--- src/design/fmc_regs.vh ---
// constants for the flash mode controller
`ifndef FMC_REGS_VH
`define FMC_REGS_VH
// user command codes
`define FMC_OP_READ 3'h0
`define FMC_OP_WRITE 3'h1
`define FMC_OP_ID_HV 3'h2
`define FMC_OP_ID_CMD 3'h3
`define FMC_OP_RESET 3'h4
`define FMC_OP_PROTECT 3'h5
`define FMC_OP_UNPROT_TMP 3'h6
`define FMC_OP_UNPROT_END 3'h7
// identification address fields
`define FMC_ID_SEL_MFR 3'h0
`define FMC_ID_SEL_DEV 3'h1
`define FMC_ID_SEL_PROT 3'h2
`define FMC_SECT_LSB 12
`define FMC_SECT_MSB 17
// command bus words
`define FMC_UNLOCK1_ADDR 18'h00555
`define FMC_UNLOCK1_DATA 8'hAA
`define FMC_UNLOCK2_ADDR 18'h002AA
`define FMC_UNLOCK2_DATA 8'h55
`define FMC_ID_CMD_DATA 8'h90
`define FMC_RESET_DATA 8'hF0
// timing: strobe phases, 25 ns cycles each
`define FMC_T_SETUP_NS 50
`define FMC_T_PULSE_NS 50
`define FMC_T_HOLD_NS 25
`define FMC_T_READ_NS 75
`define FMC_CLK_NS 25
`define FMC_T_SETUP_CYC ((`FMC_T_SETUP_NS + `FMC_CLK_NS - 1) / `FMC_CLK_NS)
`define FMC_T_PULSE_CYC ((`FMC_T_PULSE_NS + `FMC_CLK_NS - 1) / `FMC_CLK_NS)
`define FMC_T_HOLD_CYC ((`FMC_T_HOLD_NS + `FMC_CLK_NS - 1) / `FMC_CLK_NS)
`define FMC_T_READ_CYC ((`FMC_T_READ_NS + `FMC_CLK_NS - 1) / `FMC_CLK_NS)
`endif

--- src/design/fmc_bus_cycle.v ---
// one bus cycle (read or write) on the flash strobes
`timescale 1ns/1ps
`default_nettype none
`include "fmc_regs.vh"
module fmc_bus_cycle (
  input wire sys_clk,
  input wire resetn,
  input wire clk_en,
  input wire start,
  input wire is_write,
  input wire [17:0] addr,
  input wire [7:0] wdata,
  input wire [7:0] dq_in,
  output reg busy_reg,
  output reg done_reg,
  output reg [7:0] rdata_reg,
  output reg [17:0] flash_addr_reg,
  output reg [7:0] dq_out_reg,
  output reg dq_oe_n_reg,
  output reg chip_sel_n_reg,
  output reg out_en_n_reg,
  output reg wr_strobe_n_reg
);
  localparam PH_IDLE = 2'h0;
  localparam PH_SETUP = 2'h1;
  localparam PH_PULSE = 2'h2;
  localparam PH_HOLD = 2'h3;
  // counts cut to the counter width on purpose; all fit in four bits
  localparam [31:0] SETUP_W = `FMC_T_SETUP_CYC;
  localparam [31:0] PULSE_W = `FMC_T_PULSE_CYC;
  localparam [31:0] READ_W = `FMC_T_READ_CYC;
  localparam [31:0] HOLD_W = `FMC_T_HOLD_CYC;
  localparam [3:0] SETUP_CYC = SETUP_W[3:0];
  localparam [3:0] PULSE_CYC = PULSE_W[3:0];
  localparam [3:0] READ_CYC = READ_W[3:0];
  localparam [3:0] HOLD_CYC = HOLD_W[3:0];
  reg [1:0] phase_reg;
  reg [3:0] cnt_reg;
  reg wr_reg;
  reg [7:0] dq_s1_reg;
  reg [7:0] dq_s2_reg;

  // read data comes from the pins, so two flops first
  always @(posedge sys_clk or negedge resetn) begin
    if (!resetn) begin
      dq_s1_reg <= 8'h00;
      dq_s2_reg <= 8'h00;
    end else if (clk_en) begin
      dq_s1_reg <= dq_in;
      dq_s2_reg <= dq_s1_reg;
    end
  end

  // strobe sequencer; address settles before any strobe falls
  always @(posedge sys_clk or negedge resetn) begin
    if (!resetn) begin
      phase_reg <= PH_IDLE;
      cnt_reg <= 4'h0;
      wr_reg <= 1'b0;
      busy_reg <= 1'b0;
      done_reg <= 1'b0;
      rdata_reg <= 8'h00;
      flash_addr_reg <= 18'h00000;
      dq_out_reg <= 8'h00;
      dq_oe_n_reg <= 1'b1;
      chip_sel_n_reg <= 1'b1;
      out_en_n_reg <= 1'b1;
      wr_strobe_n_reg <= 1'b1;
    end else if (clk_en) begin
      done_reg <= 1'b0;
      case (phase_reg)
        PH_IDLE: begin
          if (start) begin
            busy_reg <= 1'b1;
            wr_reg <= is_write;
            flash_addr_reg <= addr;
            dq_out_reg <= wdata;
            // oe high first so a write is never inhibited
            out_en_n_reg <= 1'b1;
            cnt_reg <= SETUP_CYC;
            phase_reg <= PH_SETUP;
          end
        end
        PH_SETUP: begin
          if (cnt_reg == 4'h1) begin
            chip_sel_n_reg <= 1'b0;
            // address latched at the later fall: ce and we fall together
            wr_strobe_n_reg <= ~wr_reg;
            out_en_n_reg <= wr_reg;
            dq_oe_n_reg <= ~wr_reg;
            cnt_reg <= wr_reg ? PULSE_CYC : READ_CYC;
            phase_reg <= PH_PULSE;
          end else begin
            cnt_reg <= cnt_reg - 4'h1;
          end
        end
        PH_PULSE: begin
          if (cnt_reg == 4'h1) begin
            // we rises first, data still held on the bus
            wr_strobe_n_reg <= 1'b1;
            out_en_n_reg <= 1'b1;
            cnt_reg <= HOLD_CYC;
            phase_reg <= PH_HOLD;
          end else begin
            cnt_reg <= cnt_reg - 4'h1;
          end
        end
        default: begin
          if (cnt_reg == 4'h1) begin
            // pins lag one flop and data two more, so take it this late
            if (!wr_reg)
              rdata_reg <= dq_s2_reg;
            chip_sel_n_reg <= 1'b1;
            dq_oe_n_reg <= 1'b1;
            busy_reg <= 1'b0;
            done_reg <= 1'b1;
            phase_reg <= PH_IDLE;
          end else begin
            cnt_reg <= cnt_reg - 4'h1;
          end
        end
      endcase
    end
  end
endmodule // fmc_bus_cycle
`default_nettype wire

--- src/design/fmc_host_ctrl.v ---
// host-side controller for flash identification and protection modes
// What this block does
// - drives high-voltage qualifier on address line nine for identification reads
// - id reads select code by A1, A0 with A6 held low; sector on A17..A12
// - in-system identification by unlock cycles plus identify command
// - protection set only with qualifier on line nine and oe
// - reset-pin qualifier unprotects temporarily; removal re-protects
// - unlock cycles precede the identify command
// - write needs chip select and write strobe low, oe high
// - host writes reset to leave identification or timing-limit state
`timescale 1ns/1ps
`default_nettype none
`include "fmc_regs.vh"
module fmc_host_ctrl (
  input wire sys_clk,
  input wire resetn,
  input wire clk_en,
  // user command port
  input wire cmd_valid,
  input wire [2:0] cmd_op,
  input wire [17:0] cmd_addr,
  input wire [7:0] cmd_data,
  output reg cmd_ready_reg,
  output reg rsp_valid_reg,
  output reg [7:0] rsp_data_reg,
  output reg id_mode_reg,
  output reg unprot_tmp_reg,
  // flash pins
  output reg [17:0] flash_addr_reg,
  input wire [7:0] dq_in,
  output reg [7:0] dq_out_reg,
  output reg dq_oe_n_reg,
  output reg chip_sel_n_reg,
  output reg out_en_n_reg,
  output reg wr_strobe_n_reg,
  output reg hv_addr_line_nine_reg,
  output reg hv_out_en_reg,
  output reg hv_reset_reg,
  input wire timing_limit_flag
);
  localparam ST_IDLE = 3'h0;
  localparam ST_BUS = 3'h1;
  localparam ST_WAIT = 3'h2;
  localparam ST_NEXT = 3'h3;
  localparam ST_DONE = 3'h4;

  reg [2:0] state_reg;
  reg [2:0] op_reg;
  reg [17:0] addr_reg;
  reg [7:0] data_reg;
  reg [1:0] step_reg;
  reg bc_start_reg;
  reg bc_write_reg;
  reg [17:0] bc_addr_reg;
  reg [7:0] bc_wdata_reg;
  reg tlf_s1_reg;
  reg tlf_s2_reg;
  reg tlf_seen_reg;
  wire bc_busy;
  wire bc_done;
  wire [7:0] bc_rdata;
  wire [17:0] p_addr;
  wire [7:0] p_dq;
  wire p_oe_n;
  wire p_ce_n;
  wire p_out_n;
  wire p_we_n;

  // identification address: sel picks manufacturer, device or protect
  function [17:0] id_addr;
    input [2:0] sel;
    input [17:0] base;
    begin
      id_addr = {base[`FMC_SECT_MSB:`FMC_SECT_LSB], 12'h000};
      if (sel == `FMC_ID_SEL_DEV)
        id_addr[0] = 1'b1;
      else if (sel == `FMC_ID_SEL_PROT)
        id_addr[1] = 1'b1;
    end
  endfunction

  fmc_bus_cycle u_cycle (
    .sys_clk(sys_clk),
    .resetn(resetn),
    .clk_en(clk_en),
    .start(bc_start_reg),
    .is_write(bc_write_reg),
    .addr(bc_addr_reg),
    .wdata(bc_wdata_reg),
    .dq_in(dq_in),
    .busy_reg(bc_busy),
    .done_reg(bc_done),
    .rdata_reg(bc_rdata),
    .flash_addr_reg(p_addr),
    .dq_out_reg(p_dq),
    .dq_oe_n_reg(p_oe_n),
    .chip_sel_n_reg(p_ce_n),
    .out_en_n_reg(p_out_n),
    .wr_strobe_n_reg(p_we_n)
  );

  // pins go out through one more flop each
  always @(posedge sys_clk or negedge resetn) begin
    if (!resetn) begin
      flash_addr_reg <= 18'h00000;
      dq_out_reg <= 8'h00;
      dq_oe_n_reg <= 1'b1;
      chip_sel_n_reg <= 1'b1;
      out_en_n_reg <= 1'b1;
      wr_strobe_n_reg <= 1'b1;
      tlf_s1_reg <= 1'b0;
      tlf_s2_reg <= 1'b0;
    end else if (clk_en) begin
      flash_addr_reg <= p_addr;
      dq_out_reg <= p_dq;
      dq_oe_n_reg <= p_oe_n;
      chip_sel_n_reg <= p_ce_n;
      out_en_n_reg <= p_out_n;
      wr_strobe_n_reg <= p_we_n;
      tlf_s1_reg <= timing_limit_flag;
      tlf_s2_reg <= tlf_s1_reg;
    end
  end

  // command sequencer
  always @(posedge sys_clk or negedge resetn) begin
    if (!resetn) begin
      state_reg <= ST_IDLE;
      op_reg <= `FMC_OP_READ;
      addr_reg <= 18'h00000;
      data_reg <= 8'h00;
      step_reg <= 2'h0;
      bc_start_reg <= 1'b0;
      bc_write_reg <= 1'b0;
      bc_addr_reg <= 18'h00000;
      bc_wdata_reg <= 8'h00;
      cmd_ready_reg <= 1'b0;
      rsp_valid_reg <= 1'b0;
      rsp_data_reg <= 8'h00;
      id_mode_reg <= 1'b0;
      unprot_tmp_reg <= 1'b0;
      hv_addr_line_nine_reg <= 1'b0;
      hv_out_en_reg <= 1'b0;
      hv_reset_reg <= 1'b0;
      tlf_seen_reg <= 1'b0;
    end else if (clk_en) begin
      bc_start_reg <= 1'b0;
      rsp_valid_reg <= 1'b0;
      // latched flag keeps reads gated until reset
      if (tlf_s2_reg)
        tlf_seen_reg <= 1'b1;
      case (state_reg)
        ST_IDLE: begin
          cmd_ready_reg <= 1'b1;
          if (cmd_valid && cmd_ready_reg) begin
            cmd_ready_reg <= 1'b0;
            op_reg <= cmd_op;
            addr_reg <= cmd_addr;
            data_reg <= cmd_data;
            step_reg <= 2'h0;
            state_reg <= ST_NEXT;
          end
        end
        ST_NEXT: begin
          state_reg <= ST_BUS;
          bc_write_reg <= 1'b1;
          case (op_reg)
            `FMC_OP_ID_HV: begin
              // qualifier on line nine, plain read
              hv_addr_line_nine_reg <= 1'b1;
              bc_write_reg <= 1'b0;
              bc_addr_reg <= id_addr(data_reg[2:0], addr_reg);
            end
            `FMC_OP_ID_CMD: begin
              // two unlocks, identify command, then read
              bc_write_reg <= (step_reg != 2'h3);
              if (step_reg == 2'h0) begin
                bc_addr_reg <= `FMC_UNLOCK1_ADDR;
                bc_wdata_reg <= `FMC_UNLOCK1_DATA;
              end else if (step_reg == 2'h1) begin
                bc_addr_reg <= `FMC_UNLOCK2_ADDR;
                bc_wdata_reg <= `FMC_UNLOCK2_DATA;
              end else if (step_reg == 2'h2) begin
                bc_addr_reg <= `FMC_UNLOCK1_ADDR;
                bc_wdata_reg <= `FMC_ID_CMD_DATA;
              end else begin
                bc_addr_reg <= id_addr(data_reg[2:0], addr_reg);
              end
            end
            `FMC_OP_RESET: begin
              // address ignored by the device
              bc_addr_reg <= addr_reg;
              bc_wdata_reg <= `FMC_RESET_DATA;
            end
            `FMC_OP_PROTECT: begin
              // equipment pulse: qualifiers on line nine and oe
              hv_addr_line_nine_reg <= 1'b1;
              hv_out_en_reg <= 1'b1;
              bc_addr_reg <= {addr_reg[`FMC_SECT_MSB:`FMC_SECT_LSB], 12'h000};
              bc_wdata_reg <= data_reg;
            end
            `FMC_OP_UNPROT_TMP: begin
              // no bus cycle, reset pin qualifier only
              hv_reset_reg <= 1'b1;
              unprot_tmp_reg <= 1'b1;
              state_reg <= ST_DONE;
            end
            `FMC_OP_UNPROT_END: begin
              hv_reset_reg <= 1'b0;
              unprot_tmp_reg <= 1'b0;
              state_reg <= ST_DONE;
            end
            `FMC_OP_WRITE: begin
              bc_addr_reg <= addr_reg;
              bc_wdata_reg <= data_reg;
            end
            default: begin
              bc_write_reg <= 1'b0;
              bc_addr_reg <= addr_reg;
            end
          endcase
        end
        ST_BUS: begin
          bc_start_reg <= 1'b1;
          state_reg <= ST_WAIT;
        end
        ST_WAIT: begin
          // done pulse from the cycle engine ends the wait
          if (bc_done && !bc_busy) begin
            hv_out_en_reg <= 1'b0;
            if (op_reg == `FMC_OP_ID_CMD && step_reg != 2'h3) begin
              step_reg <= step_reg + 2'h1;
              state_reg <= ST_NEXT;
            end else begin
              state_reg <= ST_DONE;
            end
          end
        end
        default: begin
          rsp_valid_reg <= 1'b1;
          rsp_data_reg <= bc_rdata;
          if (op_reg == `FMC_OP_ID_HV || op_reg == `FMC_OP_PROTECT)
            hv_addr_line_nine_reg <= 1'b0;
          // id mode stays until the reset command
          if (op_reg == `FMC_OP_ID_CMD)
            id_mode_reg <= 1'b1;
          else if (op_reg == `FMC_OP_RESET) begin
            id_mode_reg <= 1'b0;
            tlf_seen_reg <= tlf_s2_reg;
          end
          if (op_reg == `FMC_OP_READ && tlf_seen_reg)
            rsp_data_reg <= 8'h00;
          state_reg <= ST_IDLE;
        end
      endcase
    end
  end
endmodule // fmc_host_ctrl
`default_nettype wire

--- config.mk ---
export PLATFORM = sky130hd
export DESIGN_NAME = fmc_host_ctrl
export DESIGN_NICKNAME = d
export VERILOG_FILES = /design/src/design/fmc_bus_cycle.v /design/src/design/fmc_host_ctrl.v
export VERILOG_INCLUDE_DIRS = /design/src /design/src/design
export SDC_FILE = /design/constraint.sdc
export NUM_CORES = 1
export LEC_CHECK = 0
export BUFFER_PORTS_ARGS = -buffer_cell sky130_fd_sc_hd__buf_2
export CAP_MARGIN = 20
export CORE_UTILIZATION = 57
export CTS_CLUSTER_DIAMETER = 50
export DETAILED_ROUTE_END_ITERATION = 7
export GPL_TIMING_DRIVEN = 1
export HOLD_SLACK_MARGIN = 0.02
export PLACE_DENSITY = 0.78
export SLEW_MARGIN = 20
export SYNTH_ARGS = -nofsm -noshare
export SYNTH_HDL_FRONTEND = slang
export SYNTH_SLANG_ARGS = --single-unit
--- constraint.sdc ---
create_clock -name sys_clk -period 4.55 [get_ports sys_clk]
set_clock_uncertainty 0.2 [all_clocks]
set_input_delay 0.455 -clock sys_clk [delete_from_list [all_inputs] [get_ports sys_clk]]
set_output_delay 0.455 -clock sys_clk [all_outputs]
set_load 0.01 [all_outputs]
==> impl_metrics.yaml <==
outcome:
  status: "finished clean"
cts:
  htreeDepth: 4
  cts_resized: 0
  clk_pin_slew_worst_paths_ns: 0.06
  clock-sinks: 172
  clockBufferDepth: 2
  clk_latency_ns: 0.42
  cts-buffers-inserted: 17
  clockRootBuffer: "clkbuf_16"
  tritoncts: "done"
power_and_ir_drop:
  p_per_area_nw_per_um2: 646.2
  peakVddDrop_v: 0.0002941
  leakagePower_nw: 4.050
cells_and_area:
  multiInputGateArea_um2: 2816
  syn_to_final_growth_pct: 14.77
  layout_commonest_cell: "dfrtp_1"
  antenna_cells: 0
  stdcell_count: 814
  seq_area_um2: 4314
  fin_area_um2: 8459
  final_cell_mix: "164 x dfrtp_1, 115 x mux2_2, 85 x buf_2"
  nets: 688
  drive_gt1_frac: 0.3972
  nFillCells: 950
global_routing:
  grt_pass1_wl_um: 23000
  globalRouteOverflowTotal: 0
  grt_max_degree: 106
  grt_pass1_vias: 4689
  grtUsageTotal: 0.2286
  antenna_found_initial: 0
yosys:
  ys.flop_type: "dfrtp_1"
  yosys.area_share.xor_xnor: 0.001188
  synth_cell_type_count: 64
  synth_seq_cells: 172
  synth-compound-area-share: 0.1064
  synthSimpleGateAreaFrac: 0.07062
  muxShareOfSynthArea: 0.1803
  synth_top_cell_by_area: "dfrtp_1"
  seq_area_frac_synth: 0.5853
  synthAdderAreaFrac: 0.02360
  synth_edf_count: 0
  yosys_warnings: 0
  synth_area_um2: 7371
  synth_top_area_frac: 0.5568
  synth_cells: 552
  synth_fp_nets: 607
  syn_area_per_cell_um2: 13.35
  synth_top_family_by_area: "multiplexers"
  synth_area_leaders: "dfrtp_1 56%, mux2_2 18%, dfstp_2 2.9%"
  async_flop_share: 1.000
worst_setup_path:
  worstPathRequired_ns: 4.65
  crit_path_top_delay_cell: "a2111oi_4"
  critPathMaxStageDelay_ns: 0.72
  start_kind: "flop"
  path_class: "reg2reg"
  r2r_cells: 5
  crit_chain: "inv_1, ha_1, nor3_1, a2111oi_4, mux2_2"
  arrival_ns: 2.60
  cp-end-kind: "flop"
  crit_fanout: 12
drt:
  viasPerCell: 5.645
  first_pass_iters: 4
  drt_iter0_drc: 255
  vias: 4595
  post_drt_wl_per_cell_um: 16.90
  antenna_left: 0
  wl_um: 13760
  drc: 0
floorplan:
  core_um2: 12620
  rows: 41
  die_width_um: 115.7
  io_pins: 87
  fp.dieH_um: 115.7
  start_util: 0.5841
  fp.dieArea_um2: 13390
sta:
  fmaxAchievable_mhz: 400.1
  hold_viol: 0
  min_period_ns: 2.499
  slew_headroom: 0.3730
  worst_pin_slew_ns: 0.9405
  period_share: 0.5493
  timing.setup.tns_ns: 0
  finalSetupViolCount: 0
  rsz0062_at_grt: "false"
  slew_violations: 0
worst_hold_path:
  whs_path_depth: 2
  worstHoldPathType: "in2reg"
place:
  hpwl_um: 9338
  io_buffers: 86
  placed_area_um2: 7895
  place_congestion: 0.8111
  place_inst: 785
run:
  drv_cap: 0
## critical path, delay by kind of cell, from the launching register on
family,cells,cell delay [ns]
buffers and inverters,1,0.17
muxes,1,0.41
adders and majority gates,1,0.31
AOI/OAI and AO/OA,1,0.72
DFF,1,0.45
and+or+nand+nor,1,0.12
## kinds of logic after synthesis
kind of cell | count (synthesis)
DFF | 172
muxes | 118
AOI/OAI and AO/OA | 107
and+or+nand+nor | 90
buffers and inverters | 50
adders and majority gates | 14
xor gates and xnor gates | 1
## cells in the mapped netlist (6+ instances only)
master and number:
nand2b_1 7, nor2_1 18, ha_1 13, a22o_1 16, clkbuf_1 7, o21ai_0 20
dfrtp_1 164, buf_2 15, a221o_1 6, inv_1 20, dfstp_2 8, mux2_2 115
nand2_1 24, a21oi_1 22, o31ai_1 8
## stage by stage
stage          utilization  worst slack (ns)  total power (W)  hold slack (ns)
2_1_floorplan            -             2.469         0.003612         -0.04059
3_3_place_gp        0.6256             1.931         0.004023           0.2633
3_5_place_dp        0.6256             1.797         0.004124           0.2764
4_1_cts             0.6703             2.081         0.005511          0.04273
5_1_grt             0.6703             1.916         0.005815          0.05612
6_report            0.6703             2.051         0.005466          0.05581
## final timing paths
| check | start | endpoint | slack (ns) |
|---|---|---|---|
| worst min-delay path | cmd_addr[13] | addr_reg[13] | 0.06 |
| worst max-delay path | step_reg[1] | bc_wdata_reg[5] | 2.05 |
| max in group asynchronous | resetn | wr_strobe_n_reg | 2.58 |
| worst min register to register | tlf_s2_reg | tlf_seen_reg | 0.28 |
| worst max register to register | step_reg[1] | bc_wdata_reg[5] | 2.05 |
| min in group asynchronous | resetn | u_cycle.cnt_reg[3] | 0.51 |
## area by class of cell
cell class / instances / share of cell area
clock buffer: 21 / 0.05443
clock inverter: 7 / 0.01109
inverter: 20 / 0.008874
tap: 172 / 0.02544
timing repair buffer: 92 / 0.05724
multi-input combinational: 330 / 0.3329
sequential: 172 / 0.5100
## power by group
group | internal (W) | leakage, nW | switching [W]
registers | 0.00211 | 2.18 | 0.000433
clock network | 0.000823 | 0.267 | 0.000549
logic | 0.000793 | 1.61 | 0.000754
total | 0.00373 | 4.05 | 0.00174
## repair_timing
| item | in CTS | in global routing |
|---|---|---|
| hold endpoints to repair | 97 | 0 |
| setup buffers | 0 | 0 |
| hold buffers | 1 | 0 |
## metal layers
layer	GRT usage	vias to the layer above	routed length [um]
met5	0	-	0
met2	0.3677	93	6816
met3	0.05178	14	493
met4	0.09915	0	163
li1	-	2151	-
met1	0.3008	2337	6282
Power figures use the tool's default switching activity.
